===== src/include/ibx_pkg.sv =====
/*
  Shared constants for the increment-and-branch executor: opcode patterns, instruction lengths,
  operation classes and reset values.
  Assumes a single core clock and a fetch stage that hands over whole instructions.
*/
package ibx_pkg;

  // fixed opcodes
  localparam logic [7:0] OPC_BR_CLR_BIT = 8'h10;
  localparam logic [7:0] OPC_BR_BIT_SET = 8'h20;
  localparam logic [7:0] OPC_BR_BIT_CLEAR = 8'h30;
  localparam logic [7:0] OPC_BR_CARRY = 8'h40;
  localparam logic [7:0] OPC_BR_NO_CARRY = 8'h50;
  localparam logic [7:0] OPC_BR_ACC_NZ = 8'h70;
  localparam logic [7:0] OPC_JMP_IDX = 8'h73;
  localparam logic [7:0] OPC_INC_DIR = 8'h05;
  localparam logic [7:0] OPC_DEC_BR_DIR = 8'hD5;

  // patterns matched under a mask
  localparam logic [7:0] MSK_REG = 8'hF8;
  localparam logic [7:0] MSK_PTR = 8'hFE;
  localparam logic [7:0] PAT_INC_REG = 8'h08;
  localparam logic [7:0] PAT_INC_PTR = 8'h06;
  localparam logic [7:0] PAT_DEC_BR_REG = 8'hD8;

  // instruction lengths in bytes
  localparam logic [1:0] LEN_ONE = 2'h1;
  localparam logic [1:0] LEN_TWO = 2'h2;
  localparam logic [1:0] LEN_THREE = 2'h3;

  localparam logic [7:0] BYTE_ONE = 8'h01;
  localparam logic [7:0] BYTE_ZERO = 8'h00;
  localparam logic [15:0] WORD_ONE = 16'h0001;
  localparam logic [15:0] PC_RESET = 16'h0000;
  localparam logic [15:0] DP16_RESET = 16'h0000;

  typedef enum logic [3:0] {
    IBX_OP_NONE = 4'h0,
    IBX_OP_DEC_BR2 = 4'h1,
    IBX_OP_DEC_BR3 = 4'h2,
    IBX_OP_INC = 4'h3,
    IBX_OP_INC_DP = 4'h4,
    IBX_OP_BR_SET = 4'h5,
    IBX_OP_BR_CLR_BIT = 4'h6,
    IBX_OP_BR_NSET = 4'h7,
    IBX_OP_BR_C = 4'h8,
    IBX_OP_BR_NC = 4'h9,
    IBX_OP_BR_NZ = 4'hA,
    IBX_OP_JMP = 4'hB
  } ibx_op_t;

endpackage : ibx_pkg


===== src/include/ibx_rel_if.sv =====
/*
  Carrier between the executor and its relative-target adder.
  Assumes both ends sit on the same core clock; the adder is purely combinational.
*/
`timescale 1ns/10ps
interface ibx_rel_if;
  logic [15:0] pc_base;
  logic [7:0] disp;
  logic [1:0] len;
  logic take;
  logic [15:0] target;

  modport drv (output pc_base, output disp, output len, output take, input target);
  modport adder (input pc_base, input disp, input len, input take, output target);
endinterface : ibx_rel_if


===== src/core/ibx_exec.sv =====
/*
  Execution unit for loop-decrement, increment, bit/carry/accumulator branches and indexed jump.
  Assumes the datapath presents operand byte and bit both as pin and as output latch, with a
  flag telling whether the operand is a port; results come back one cycle after req_valid.
*/
// Notes on behaviour
// RL1: loop decrement subtracts one, wraps, branches if result nonzero, flags untouched.
// RL2: byte increment adds one, rolls over to zero, changes no flags.
// RL3: increment accepts bank register, direct and pointer-register indirect encodings.
// RL4: increment of a port reads the output latch, not pins.
// RL5: data pointer increments as one 16-bit value, no flags changed.
// RL6: two-byte branches add two, then displacement when condition holds.
// RL7: three-byte bit branches add three, then third-byte displacement when taken.
// RL8: branch-if-bit-set branches on one, leaves bit and flags alone.
// RL9: branch-and-clear clears bit and branches only when bit is one.
// RL10: bit tests on port bits sample the output latch.
// RL11: branch-if-bit-clear branches on zero, leaves bit and flags alone.
// RL12: branch-on-carry branches only when carry is one.
// RL13: branch-on-no-carry branches only when carry is zero, carry untouched.
// RL14: accumulator-nonzero branch branches if any bit set, accumulator kept.
// RL15: indexed jump loads accumulator plus data pointer, modulo 2^16.
// RL16: relative targets wrap in 16 bits, displacement signed -128 to +127.
`timescale 1ns/10ps
module ibx_exec #(
  parameter logic [7:0] OPC_INC_DP = 8'hA3
) (
  input wire logic clk,
  input wire logic rst,
  input wire logic req_valid,
  input wire logic [7:0] opcode,
  input wire logic [7:0] byte2,
  input wire logic [7:0] byte3,
  input wire logic [15:0] pc,
  input wire logic [7:0] operand_pin,
  input wire logic [7:0] operand_latch,
  input wire logic operand_is_port,
  input wire logic bit_pin,
  input wire logic bit_latch,
  input wire logic bit_is_port,
  input wire logic carry,
  input wire logic [7:0] acc,
  input wire logic [15:0] data_pointer16,
  output logic done,
  output logic unsupported,
  output logic taken,
  output logic [15:0] pc_new,
  output logic [7:0] wb_byte,
  output logic wb_byte_en,
  output logic wb_bit_clear,
  output logic [15:0] data_pointer16_new,
  output logic data_pointer16_wr
);

  typedef struct packed {
    logic done;
    logic unsupported;
    logic taken;
    logic [15:0] pc_new;
    logic [7:0] wb_byte;
    logic wb_byte_en;
    logic wb_bit_clear;
    logic [15:0] data_pointer16_new;
    logic data_pointer16_wr;
  } ibx_state_t;

  ibx_state_t s_q;
  ibx_state_t s_d;
  ibx_pkg::ibx_op_t op;
  logic [7:0] rmw_byte;
  logic [7:0] dec_byte;
  logic [7:0] inc_byte;
  logic bit_val;
  logic cond;

  ibx_rel_if rel ();

  ibx_reltgt u_reltgt (
    .rel(rel.adder)
  );

  // operation decode
  always_comb begin
    op = ibx_pkg::IBX_OP_NONE;
    if ((opcode & ibx_pkg::MSK_REG) == ibx_pkg::PAT_DEC_BR_REG) begin
      op = ibx_pkg::IBX_OP_DEC_BR2;
    end else if (opcode == ibx_pkg::OPC_DEC_BR_DIR) begin
      op = ibx_pkg::IBX_OP_DEC_BR3;
    end else if ((opcode & ibx_pkg::MSK_REG) == ibx_pkg::PAT_INC_REG ||
                 (opcode & ibx_pkg::MSK_PTR) == ibx_pkg::PAT_INC_PTR ||
                 opcode == ibx_pkg::OPC_INC_DIR) begin
      op = ibx_pkg::IBX_OP_INC; // RL3
    end else if (opcode == OPC_INC_DP) begin
      op = ibx_pkg::IBX_OP_INC_DP;
    end else begin
      case (opcode)
        ibx_pkg::OPC_BR_BIT_SET: op = ibx_pkg::IBX_OP_BR_SET;
        ibx_pkg::OPC_BR_CLR_BIT: op = ibx_pkg::IBX_OP_BR_CLR_BIT;
        ibx_pkg::OPC_BR_BIT_CLEAR: op = ibx_pkg::IBX_OP_BR_NSET;
        ibx_pkg::OPC_BR_CARRY: op = ibx_pkg::IBX_OP_BR_C;
        ibx_pkg::OPC_BR_NO_CARRY: op = ibx_pkg::IBX_OP_BR_NC;
        ibx_pkg::OPC_BR_ACC_NZ: op = ibx_pkg::IBX_OP_BR_NZ;
        ibx_pkg::OPC_JMP_IDX: op = ibx_pkg::IBX_OP_JMP;
        default: op = ibx_pkg::IBX_OP_NONE;
      endcase
    end
  end

  // operand selection and arithmetic
  always_comb begin
    rmw_byte = operand_is_port ? operand_latch : operand_pin; // RL4
    bit_val = bit_is_port ? bit_latch : bit_pin; // RL10
    dec_byte = rmw_byte - ibx_pkg::BYTE_ONE; // RL1
    inc_byte = rmw_byte + ibx_pkg::BYTE_ONE; // RL2
  end

  // branch condition and relative adder inputs
  always_comb begin
    cond = 1'b0;
    rel.len = ibx_pkg::LEN_ONE;
    rel.disp = byte2;
    case (op)
      ibx_pkg::IBX_OP_DEC_BR2: begin
        cond = dec_byte != ibx_pkg::BYTE_ZERO; // RL1
        rel.len = ibx_pkg::LEN_TWO;
      end
      ibx_pkg::IBX_OP_DEC_BR3: begin
        cond = dec_byte != ibx_pkg::BYTE_ZERO; // RL1
        rel.len = ibx_pkg::LEN_THREE;
        rel.disp = byte3;
      end
      ibx_pkg::IBX_OP_INC: begin
        rel.len = (opcode == ibx_pkg::OPC_INC_DIR) ? ibx_pkg::LEN_TWO : ibx_pkg::LEN_ONE;
      end
      ibx_pkg::IBX_OP_BR_SET: begin
        cond = bit_val; // RL8
        rel.len = ibx_pkg::LEN_THREE; // RL7
        rel.disp = byte3;
      end
      ibx_pkg::IBX_OP_BR_CLR_BIT: begin
        cond = bit_val; // RL9
        rel.len = ibx_pkg::LEN_THREE; // RL7
        rel.disp = byte3;
      end
      ibx_pkg::IBX_OP_BR_NSET: begin
        cond = !bit_val; // RL11
        rel.len = ibx_pkg::LEN_THREE; // RL7
        rel.disp = byte3;
      end
      ibx_pkg::IBX_OP_BR_C: begin
        cond = carry; // RL12
        rel.len = ibx_pkg::LEN_TWO; // RL6
      end
      ibx_pkg::IBX_OP_BR_NC: begin
        cond = !carry; // RL13
        rel.len = ibx_pkg::LEN_TWO; // RL6
      end
      ibx_pkg::IBX_OP_BR_NZ: begin
        cond = acc != ibx_pkg::BYTE_ZERO; // RL14
        rel.len = ibx_pkg::LEN_TWO; // RL6
      end
      default: cond = 1'b0;
    endcase
    rel.pc_base = pc;
    rel.take = cond;
  end

  // next state; flags are never written by this unit
  always_comb begin
    s_d = s_q;
    s_d.done = req_valid;
    s_d.unsupported = 1'b0;
    s_d.taken = 1'b0;
    s_d.wb_byte_en = 1'b0;
    s_d.wb_bit_clear = 1'b0;
    s_d.data_pointer16_wr = 1'b0;
    if (req_valid) begin
      s_d.pc_new = rel.target;
      s_d.taken = cond;
      case (op)
        ibx_pkg::IBX_OP_DEC_BR2, ibx_pkg::IBX_OP_DEC_BR3: begin
          s_d.wb_byte = dec_byte; // RL1
          s_d.wb_byte_en = 1'b1;
        end
        ibx_pkg::IBX_OP_INC: begin
          s_d.wb_byte = inc_byte; // RL2
          s_d.wb_byte_en = 1'b1;
        end
        ibx_pkg::IBX_OP_INC_DP: begin
          s_d.data_pointer16_new = data_pointer16 + ibx_pkg::WORD_ONE; // RL5
          s_d.data_pointer16_wr = 1'b1;
        end
        ibx_pkg::IBX_OP_BR_CLR_BIT: begin
          s_d.wb_bit_clear = bit_val; // RL9
        end
        ibx_pkg::IBX_OP_JMP: begin
          s_d.pc_new = {8'h00, acc} + data_pointer16; // RL15
          s_d.taken = 1'b1;
        end
        ibx_pkg::IBX_OP_NONE: begin
          s_d.unsupported = 1'b1;
          s_d.pc_new = pc;
        end
        default: s_d.unsupported = 1'b0;
      endcase
    end
  end

  always_ff @(posedge clk) begin
    if (rst) begin
      s_q <= '{done: 1'b0, unsupported: 1'b0, taken: 1'b0, pc_new: ibx_pkg::PC_RESET,
               wb_byte: ibx_pkg::BYTE_ZERO, wb_byte_en: 1'b0, wb_bit_clear: 1'b0,
               data_pointer16_new: ibx_pkg::DP16_RESET, data_pointer16_wr: 1'b0};
    end else begin
      s_q <= s_d;
    end
  end

  always_comb begin
    done = s_q.done;
    unsupported = s_q.unsupported;
    taken = s_q.taken;
    pc_new = s_q.pc_new;
    wb_byte = s_q.wb_byte;
    wb_byte_en = s_q.wb_byte_en;
    wb_bit_clear = s_q.wb_bit_clear;
    data_pointer16_new = s_q.data_pointer16_new;
    data_pointer16_wr = s_q.data_pointer16_wr;
  end
endmodule : ibx_exec


===== src/core/ibx_reltgt.sv =====
/*
  Relative target adder: next sequential address, plus the sign-extended displacement when taken.
  Assumes the caller supplies the instruction's own address and byte length.
*/
`timescale 1ns/10ps
module ibx_reltgt (
  ibx_rel_if.adder rel
);
  logic [15:0] seq_pc;
  logic [15:0] disp_ext;

  always_comb begin
    // advance past the whole instruction first
    seq_pc = rel.pc_base + {14'h0000, rel.len}; // RL6 RL7
    disp_ext = {{8{rel.disp[7]}}, rel.disp}; // RL16
    rel.target = rel.take ? seq_pc + disp_ext : seq_pc; // RL6 RL7 RL16
  end
endmodule : ibx_reltgt


===== config.mk =====
export PLATFORM = sky130hd
export DESIGN_NAME = ibx_exec
export DESIGN_NICKNAME = d
export VERILOG_FILES = /design/src/include/ibx_pkg.sv /design/src/include/ibx_rel_if.sv /design/src/core/ibx_exec.sv /design/src/core/ibx_reltgt.sv
export SDC_FILE = /design/constraint.sdc
export NUM_CORES = 1
export LEC_CHECK = 0
export ABC_AREA = 1
export BUFFER_PORTS_ARGS = -buffer_cell sky130_fd_sc_hd__buf_2
export CAP_MARGIN = 40
export CORE_ASPECT_RATIO = 0.7
export CORE_UTILIZATION = 50
export DETAILED_ROUTE_END_ITERATION = 10
export PLACE_DENSITY = 0.75
export SYNTH_ARGS = -nofsm -noshare
export SYNTH_HDL_FRONTEND = slang
export SYNTH_SLANG_ARGS = --single-unit

===== constraint.sdc =====
create_clock -name clk -period 8.3 [get_ports clk]
set_clock_uncertainty 0.15 [all_clocks]
set_input_delay 1.66 -clock clk [delete_from_list [all_inputs] [get_ports clk]]
set_output_delay 1.66 -clock clk [all_outputs]
set_load 0.01 [all_outputs]

Yosys cells after proc, flatten, opt, wreduce, memory -nomap -nowiden --
Cells that the tools add are included. W data, S select, Z words.
Operators by class: $add $sub $neg 6, eq/ne operators 24, multiplexer cells 17, bitwise operators 2, reduce and logical (&&, ||, !) cells 16
Operators by type and width (number):
- $eq A8 B7 Y1 const B | 4
- $pmux W16 S2 | 1
- $pmux W4 S7 | 1
- $pmux W9 S2 | 1
- $add A16 B1 Y16 const B | 1
- $add A16 B16 Y16 | 1
- $add A16 B2 Y16 | 1
- $add A8 B16 Y16 | 1
- $eq A4 B3 Y1 const B | 4
- $eq A4 B4 Y1 const B | 4
- $eq A8 B6 Y1 const B | 2
- $eq A8 B8 Y1 const B | 2
- $mux W16 | 1
- $mux W4 | 4
- $mux W8 | 2
- $reduce_bool A8 Y1 | 2
- $add A8 B1 Y8 const B | 1
- $eq A4 B2 Y1 const B | 2
- $eq A8 B3 Y1 const B | 1
- $eq A8 B5 Y1 const B | 1
- $reduce_or A4 Y1 | 2
- $sub A8 B1 Y8 const B | 1
- $eq A7 B2 Y1 const B | 1
- $pmux W1 S6 | 1
- other kinds (14) | 23
Storage, ports and cells: register bits 46, input port bits 88, output and inout port bits 46

Depth between registers and ports, before layout --
depth after elaboration 13, mapped depth 28

By module --
Synthesis repeated with hierarchy kept, for this count alone.
Second synthesis, totals: cells, all modules 876, area, all modules 5207.5 um^2
Modules (own cells, without submodules):
- ibx_exec | instances 1, cells an instance 617, area each 3778.6 um^2, sequential area each 920.9 um^2
- ibx_reltgt | instances 1, cells an instance 259, area each 1428.9 um^2, sequential area each 0.0 um^2

Worst setup path after synthesis --
No wires, ideal clock.
kind input to register, start input port opcode[1], end register s_q (netlist bit pc_new[15]), library setup time 0.119 ns, arrival time 4.879 ns, slack 3.151 ns, cell stages on the path 28, cell sequence inv_1 > nand3_1 > inv_2 > nand3_1 > nand2_1 > a2111oi_0 > ha_1 > fa_1 > nand2_1 > nor2_1 > nand2_1 > nor2_1 > nand2_1 > nor2_1 > xor2_1 > inv_1 > ha_1 > nand2_1 > nor2_1 > and3_1 > nand2_1 > nand3_1 > nand3b_1 > nand2_1 > nand2_1 > nand2_1 > nand2_1 > a21oi_1
On the way: longest elaborated chain between the ends 13, elaborated cells between the ends (all ways) 41, classes of those cells 2 x add/sub; 21 x eq/ne; 11 x mux; 7 x reduce/logical
RTL lines:
- from (decl) | RTL line ibx_exec.sv:30 | input wire logic [7:0] opcode,
- $eq A8 B7 Y1, or another cell as far along | RTL line ibx_exec.sv:95 | case (opcode)
- $pmux W4 S7 / $logic_or A1 B1 Y1 (equally long branches) | RTL line ibx_exec.sv:95, ibx_exec.sv:88
- $mux W4 / $logic_or A1 B1 Y1 (equally long branches) | RTL line ibx_exec.sv:92, ibx_exec.sv:89
- $mux W4 | RTL line ibx_exec.sv:88 | end else if ((opcode & ibx_pkg::MSK_REG) == ibx_pkg::PAT_INC_REG ||
- $mux W4 | RTL line ibx_exec.sv:86 | end else if (opcode == ibx_pkg::OPC_DEC_BR_DIR) begin
- $mux W4 | RTL line ibx_exec.sv:84 | if ((opcode & ibx_pkg::MSK_REG) == ibx_pkg::PAT_DEC_BR_REG) begin
- $eq A4 B1 Y1, or another cell as far along | RTL line ibx_exec.sv:121 | case (op)
- $reduce_or A4 Y1 (no line)
- $pmux W2 S3 | RTL line ibx_exec.sv:121
- $add A16 B2 Y16 | RTL line ibx_reltgt.sv:14 | seq_pc = rel.pc_base + {14'h0000, rel.len};
- $add A16 B16 Y16 | RTL line ibx_reltgt.sv:16 | rel.target = rel.take ? seq_pc + disp_ext : seq_pc;
- $mux W16 | RTL line ibx_reltgt.sv:16
- $pmux W16 S2 (*) | RTL line ibx_exec.sv:179 | case (op)
- to (signal assigned) | RTL line ibx_exec.sv:210 | s_q <= '{done: 1'b0, unsupported: 1'b0, taken: 1'b0, pc_new: ibx_pkg::PC_RESET,
- to (decl) | RTL line ibx_exec.sv:66 | ibx_state_t s_q;
Every way passes the cells marked *; elsewhere a longest branch is shown, timed or not. A chain may end at the register's enable or synchronous reset.

Final worst setup path --
start input port opcode[3], end register s_q (netlist bit pc_new[14])
On the way: longest elaborated chain between the ends 13, elaborated cells between the ends (all ways) 43, classes of those cells 2 x add/sub; 23 x eq/ne; 11 x mux; 7 x reduce/logical
RTL lines (RTL line):
- $eq A8 B7 Y1, or another cell as far along | ibx_exec.sv:95
- $pmux W4 S7 / $logic_or A1 B1 Y1 (equally long branches) | ibx_exec.sv:95, ibx_exec.sv:88
- $mux W4 / $logic_or A1 B1 Y1 (equally long branches) | ibx_exec.sv:92, ibx_exec.sv:89
- $mux W4 | ibx_exec.sv:88
- $mux W4 | ibx_exec.sv:86
- $mux W4 | ibx_exec.sv:84
- $eq A4 B1 Y1, or another cell as far along | ibx_exec.sv:121
- $reduce_or A4 Y1 (no line)
- $pmux W2 S3 | ibx_exec.sv:121
- $add A16 B2 Y16 | ibx_reltgt.sv:14
- $add A16 B16 Y16 | ibx_reltgt.sv:16
- $mux W16 | ibx_reltgt.sv:16
- $pmux W16 S2 (*) | ibx_exec.sv:179
Marked as above.

==> run_results.csv <==
group,metric,value,unit
power,max-vdd-ir-drop,0.0877,mV
floorplan,ios,134,
place,portBuffers,133,
cts,cts_resized,0,
logic_synthesis,syn_nets,919,
floorplan,coreArea,9290,µm²
floorplan,die_x,120,µm
drt,first_pass_iters,6,
logic_synthesis,synthTopCellsByArea,"dfxtp_1 19%, nand2_1 14%, inv_1 8.6%, ha_1 7.7%, nand3_1 6.8%",
final_layout,area_delta_synth_final,18.8,%
worst_setup_path,cp.required,8380,ps
power,power_density,124,nW/µm²
sta,min_period,5580,ps
floorplan,die-area,10200,µm²
logic_synthesis,yosysTopAreaCellShare,18.8,%
drt,vias,5802,
final_layout,mostFrequentLayoutCell,"nand2_1",
worst_setup_path,worstSetupEndpointType,"flip-flop",
floorplan,start_util,52.7,%
logic_synthesis,yosys_warnings,0,
drt,wl_per_cell,14.7,µm
sta,hold_viol_final,0,
sta,fmax,179,MHz
sta,fin_tns_setup,0,ps
logic_synthesis,synth_edf_count,0,
logic_synthesis,synth-main-ff-cell,"dfxtp_1",
worst_setup_path,startpoint_type,"input port",
place,dp_hpwl,12300,µm
sta,drv_slew,0,
drt,viasPerCell,5.55,
floorplan,rows,29,
final_layout,multi_input_area,3420,µm²
cts,clock_tree.root_cell,"clkbuf_16",
cts,clkLatencyLatePin,290,ps
logic_synthesis,ys_async_sr_fraction,0,%
drt,drc,0,
power,power,0.000722,W
drt,drt_wl_total,15300,µm
job,drv_cap,0,
cts,hold_buffers,0,
logic_synthesis,synth_seq_cells,46,
global_route,antenna_found_initial,0,
logic_synthesis,synth.yosys.seq_area_share,18.8,%
sta,rsz0062_at_grt,"no",
final_layout,num_antenna_cells,0,
logic_synthesis,synth_top_area_cell,"dfxtp_1",
drt,first_iter_violations,522,
cts,cts_tree,"done",
cts,max-clock-path-buffers,2,
cts,post_cts_buffers,0,
global_route,grt_max_degree,34,
final_layout,layout-drive-gt1-share,19.7,%
place,gp_congestion,0.937,
logic_synthesis,syn-mean-instance-area,6.13,µm²
sta,relSlewSlack,44.2,%
final_layout,n_fill_cell,914,
cts,htreeDepth,2,
run_status,outcome,"finished clean",
worst_setup_path,path_class,"input port to flip-flop",
worst_setup_path,critPathMaxFanout,5,
sta,worstMarginPinSlew,836,ps
place,dp_slack,2520,ps
sta,fin_crit_sh,67.2,%
final_layout,final_cell_mix,"180 x nand2_1, 133 x buf_2, 112 x inv_1",
sta,fin_ws,2720,ps
logic_synthesis,netlist_instances,798,
logic_synthesis,synth.distinct_cells,44,
power,p_leak,3.15,nW
cts,clk_pin_slew,70,ps
final_layout,regArea,921,µm²
logic_synthesis,synth_area,4890,µm²
global_route,track_usage,30.3,%
min_path,hold_path_class,"flip-flop to flip-flop",
floorplan,die_y,84.8,µm
cts,numCtsBuffers,5,
global_route,grt_pass1_wl,25200,µm
final_layout,final_nets,1043,
drt,ant_nets,0,
worst_setup_path,critPathArrivalTime,5660,ps
cts,cts_sinks,46,
global_route,grt_pass1_vias,5253,
sta,setup_viol,0,
global_route,grt_overflow,0,
sequential cells by signal, indices dropped and copies added (netlist names):
| register | cells |
|---|---|
| pc_new | 16 |
| done | 1 |
| unsupported | 1 |
| data_pointer16_new | 16 |
| wb_byte | 8 |
| wb_bit_clear | 1 |
| data_pointer16_wr | 1 |
| wb_byte_en | 1 |
| taken | 1 |
Yosys cell counts (17+ instances only):
cell type and number:
nand2_1 180, o21ai_0 61, inv_1 112, nor3_1 17, nor2_1 62, nand3_1 66, dfxtp_1 46, xor2_1 32
a21oi_1 60, ha_1 30, nand4_1 24
final cells by class:
cell class | count | share of cell area [%]
Inverter | 121 | 7.81
Timing Repair Buffer | 135 | 11.8
Tap cell | 124 | 2.67
Clock inverter | 1 | 0.517
Sequential cell | 46 | 15.8
Clock buffer | 6 | 2.39
Multi-Input combinational cell | 613 | 58.9
through the flow:
step                      utilization, %  instances  hold WS [ps]  instance area, µm²
after CTS                           62.6       1046           318                5810
after global placement              60.6       1038           307                5630
final                               62.6       1046           320                5810
after floorplan                        -        798           328                4890
after global routing                62.6       1046           331                5810
after detailed placement            60.7       1039           309                5640
power by group:
group          switching, W  internal, W
logic              0.000160    0.0000919
clock network     0.0000875     0.000149
registers        0.00000474     0.000229
cells by family (layout without fill, tap and decap cells):
group           after synthesis  after routing  synth area share (%)
compound gates              151            151                  17.0
xor+xnor                     40             40                  7.16
fa+ha+maj                    33             33                  8.90
buf+inv                     139            263                  11.2
flops                        46             46                  18.8
mux                           7              7                  1.59
simple gates                382            382                  35.4
critical path: stages:
cell	delay [ps]
buf_2	110
nor2_2	60
nand3_1	150
inv_2	80
nand3_1	120
nand2_1	60
a2111oi_0	410
nand3_1	220
fa_1	480
nand2_1	80
nor2_1	70
xor2_1	190
inv_1	70
ha_1	300
nand2_1	120
inv_1	100
nand3_1	70
o21ai_0	510
nand3_1	140
nand2_1	110
xor2_1	180
nand2_1	70
nand2_1	80
nand2_1	70
a21oi_1	130
final timing paths:
check | cells after the start | slack, ps | start | end
min reg2reg | 2 | 320 | data_pointer16_new[14] | data_pointer16_new[14]
max reg2reg | 4 | 7450 | wb_byte[7] | wb_byte[7]
min | 2 | 320 | data_pointer16_new[14] | data_pointer16_new[14]
max | 25 | 2720 | opcode[3] | pc_new[14]
per-layer routing:
| layer | track usage [%] | share of wire (%) | up-vias |
|---|---|---|---|
| met5 | 0 | 0 | - |
| met4 | 4.04 | 0.44 | 0 |
| met3 | 7.27 | 9.5 | 11 |
| li1 | - | - | 2897 |
| met2 | 46.1 | 41 | 264 |
| met1 | 44.2 | 49 | 2630 |
Power figures use the tool's default switching activity.
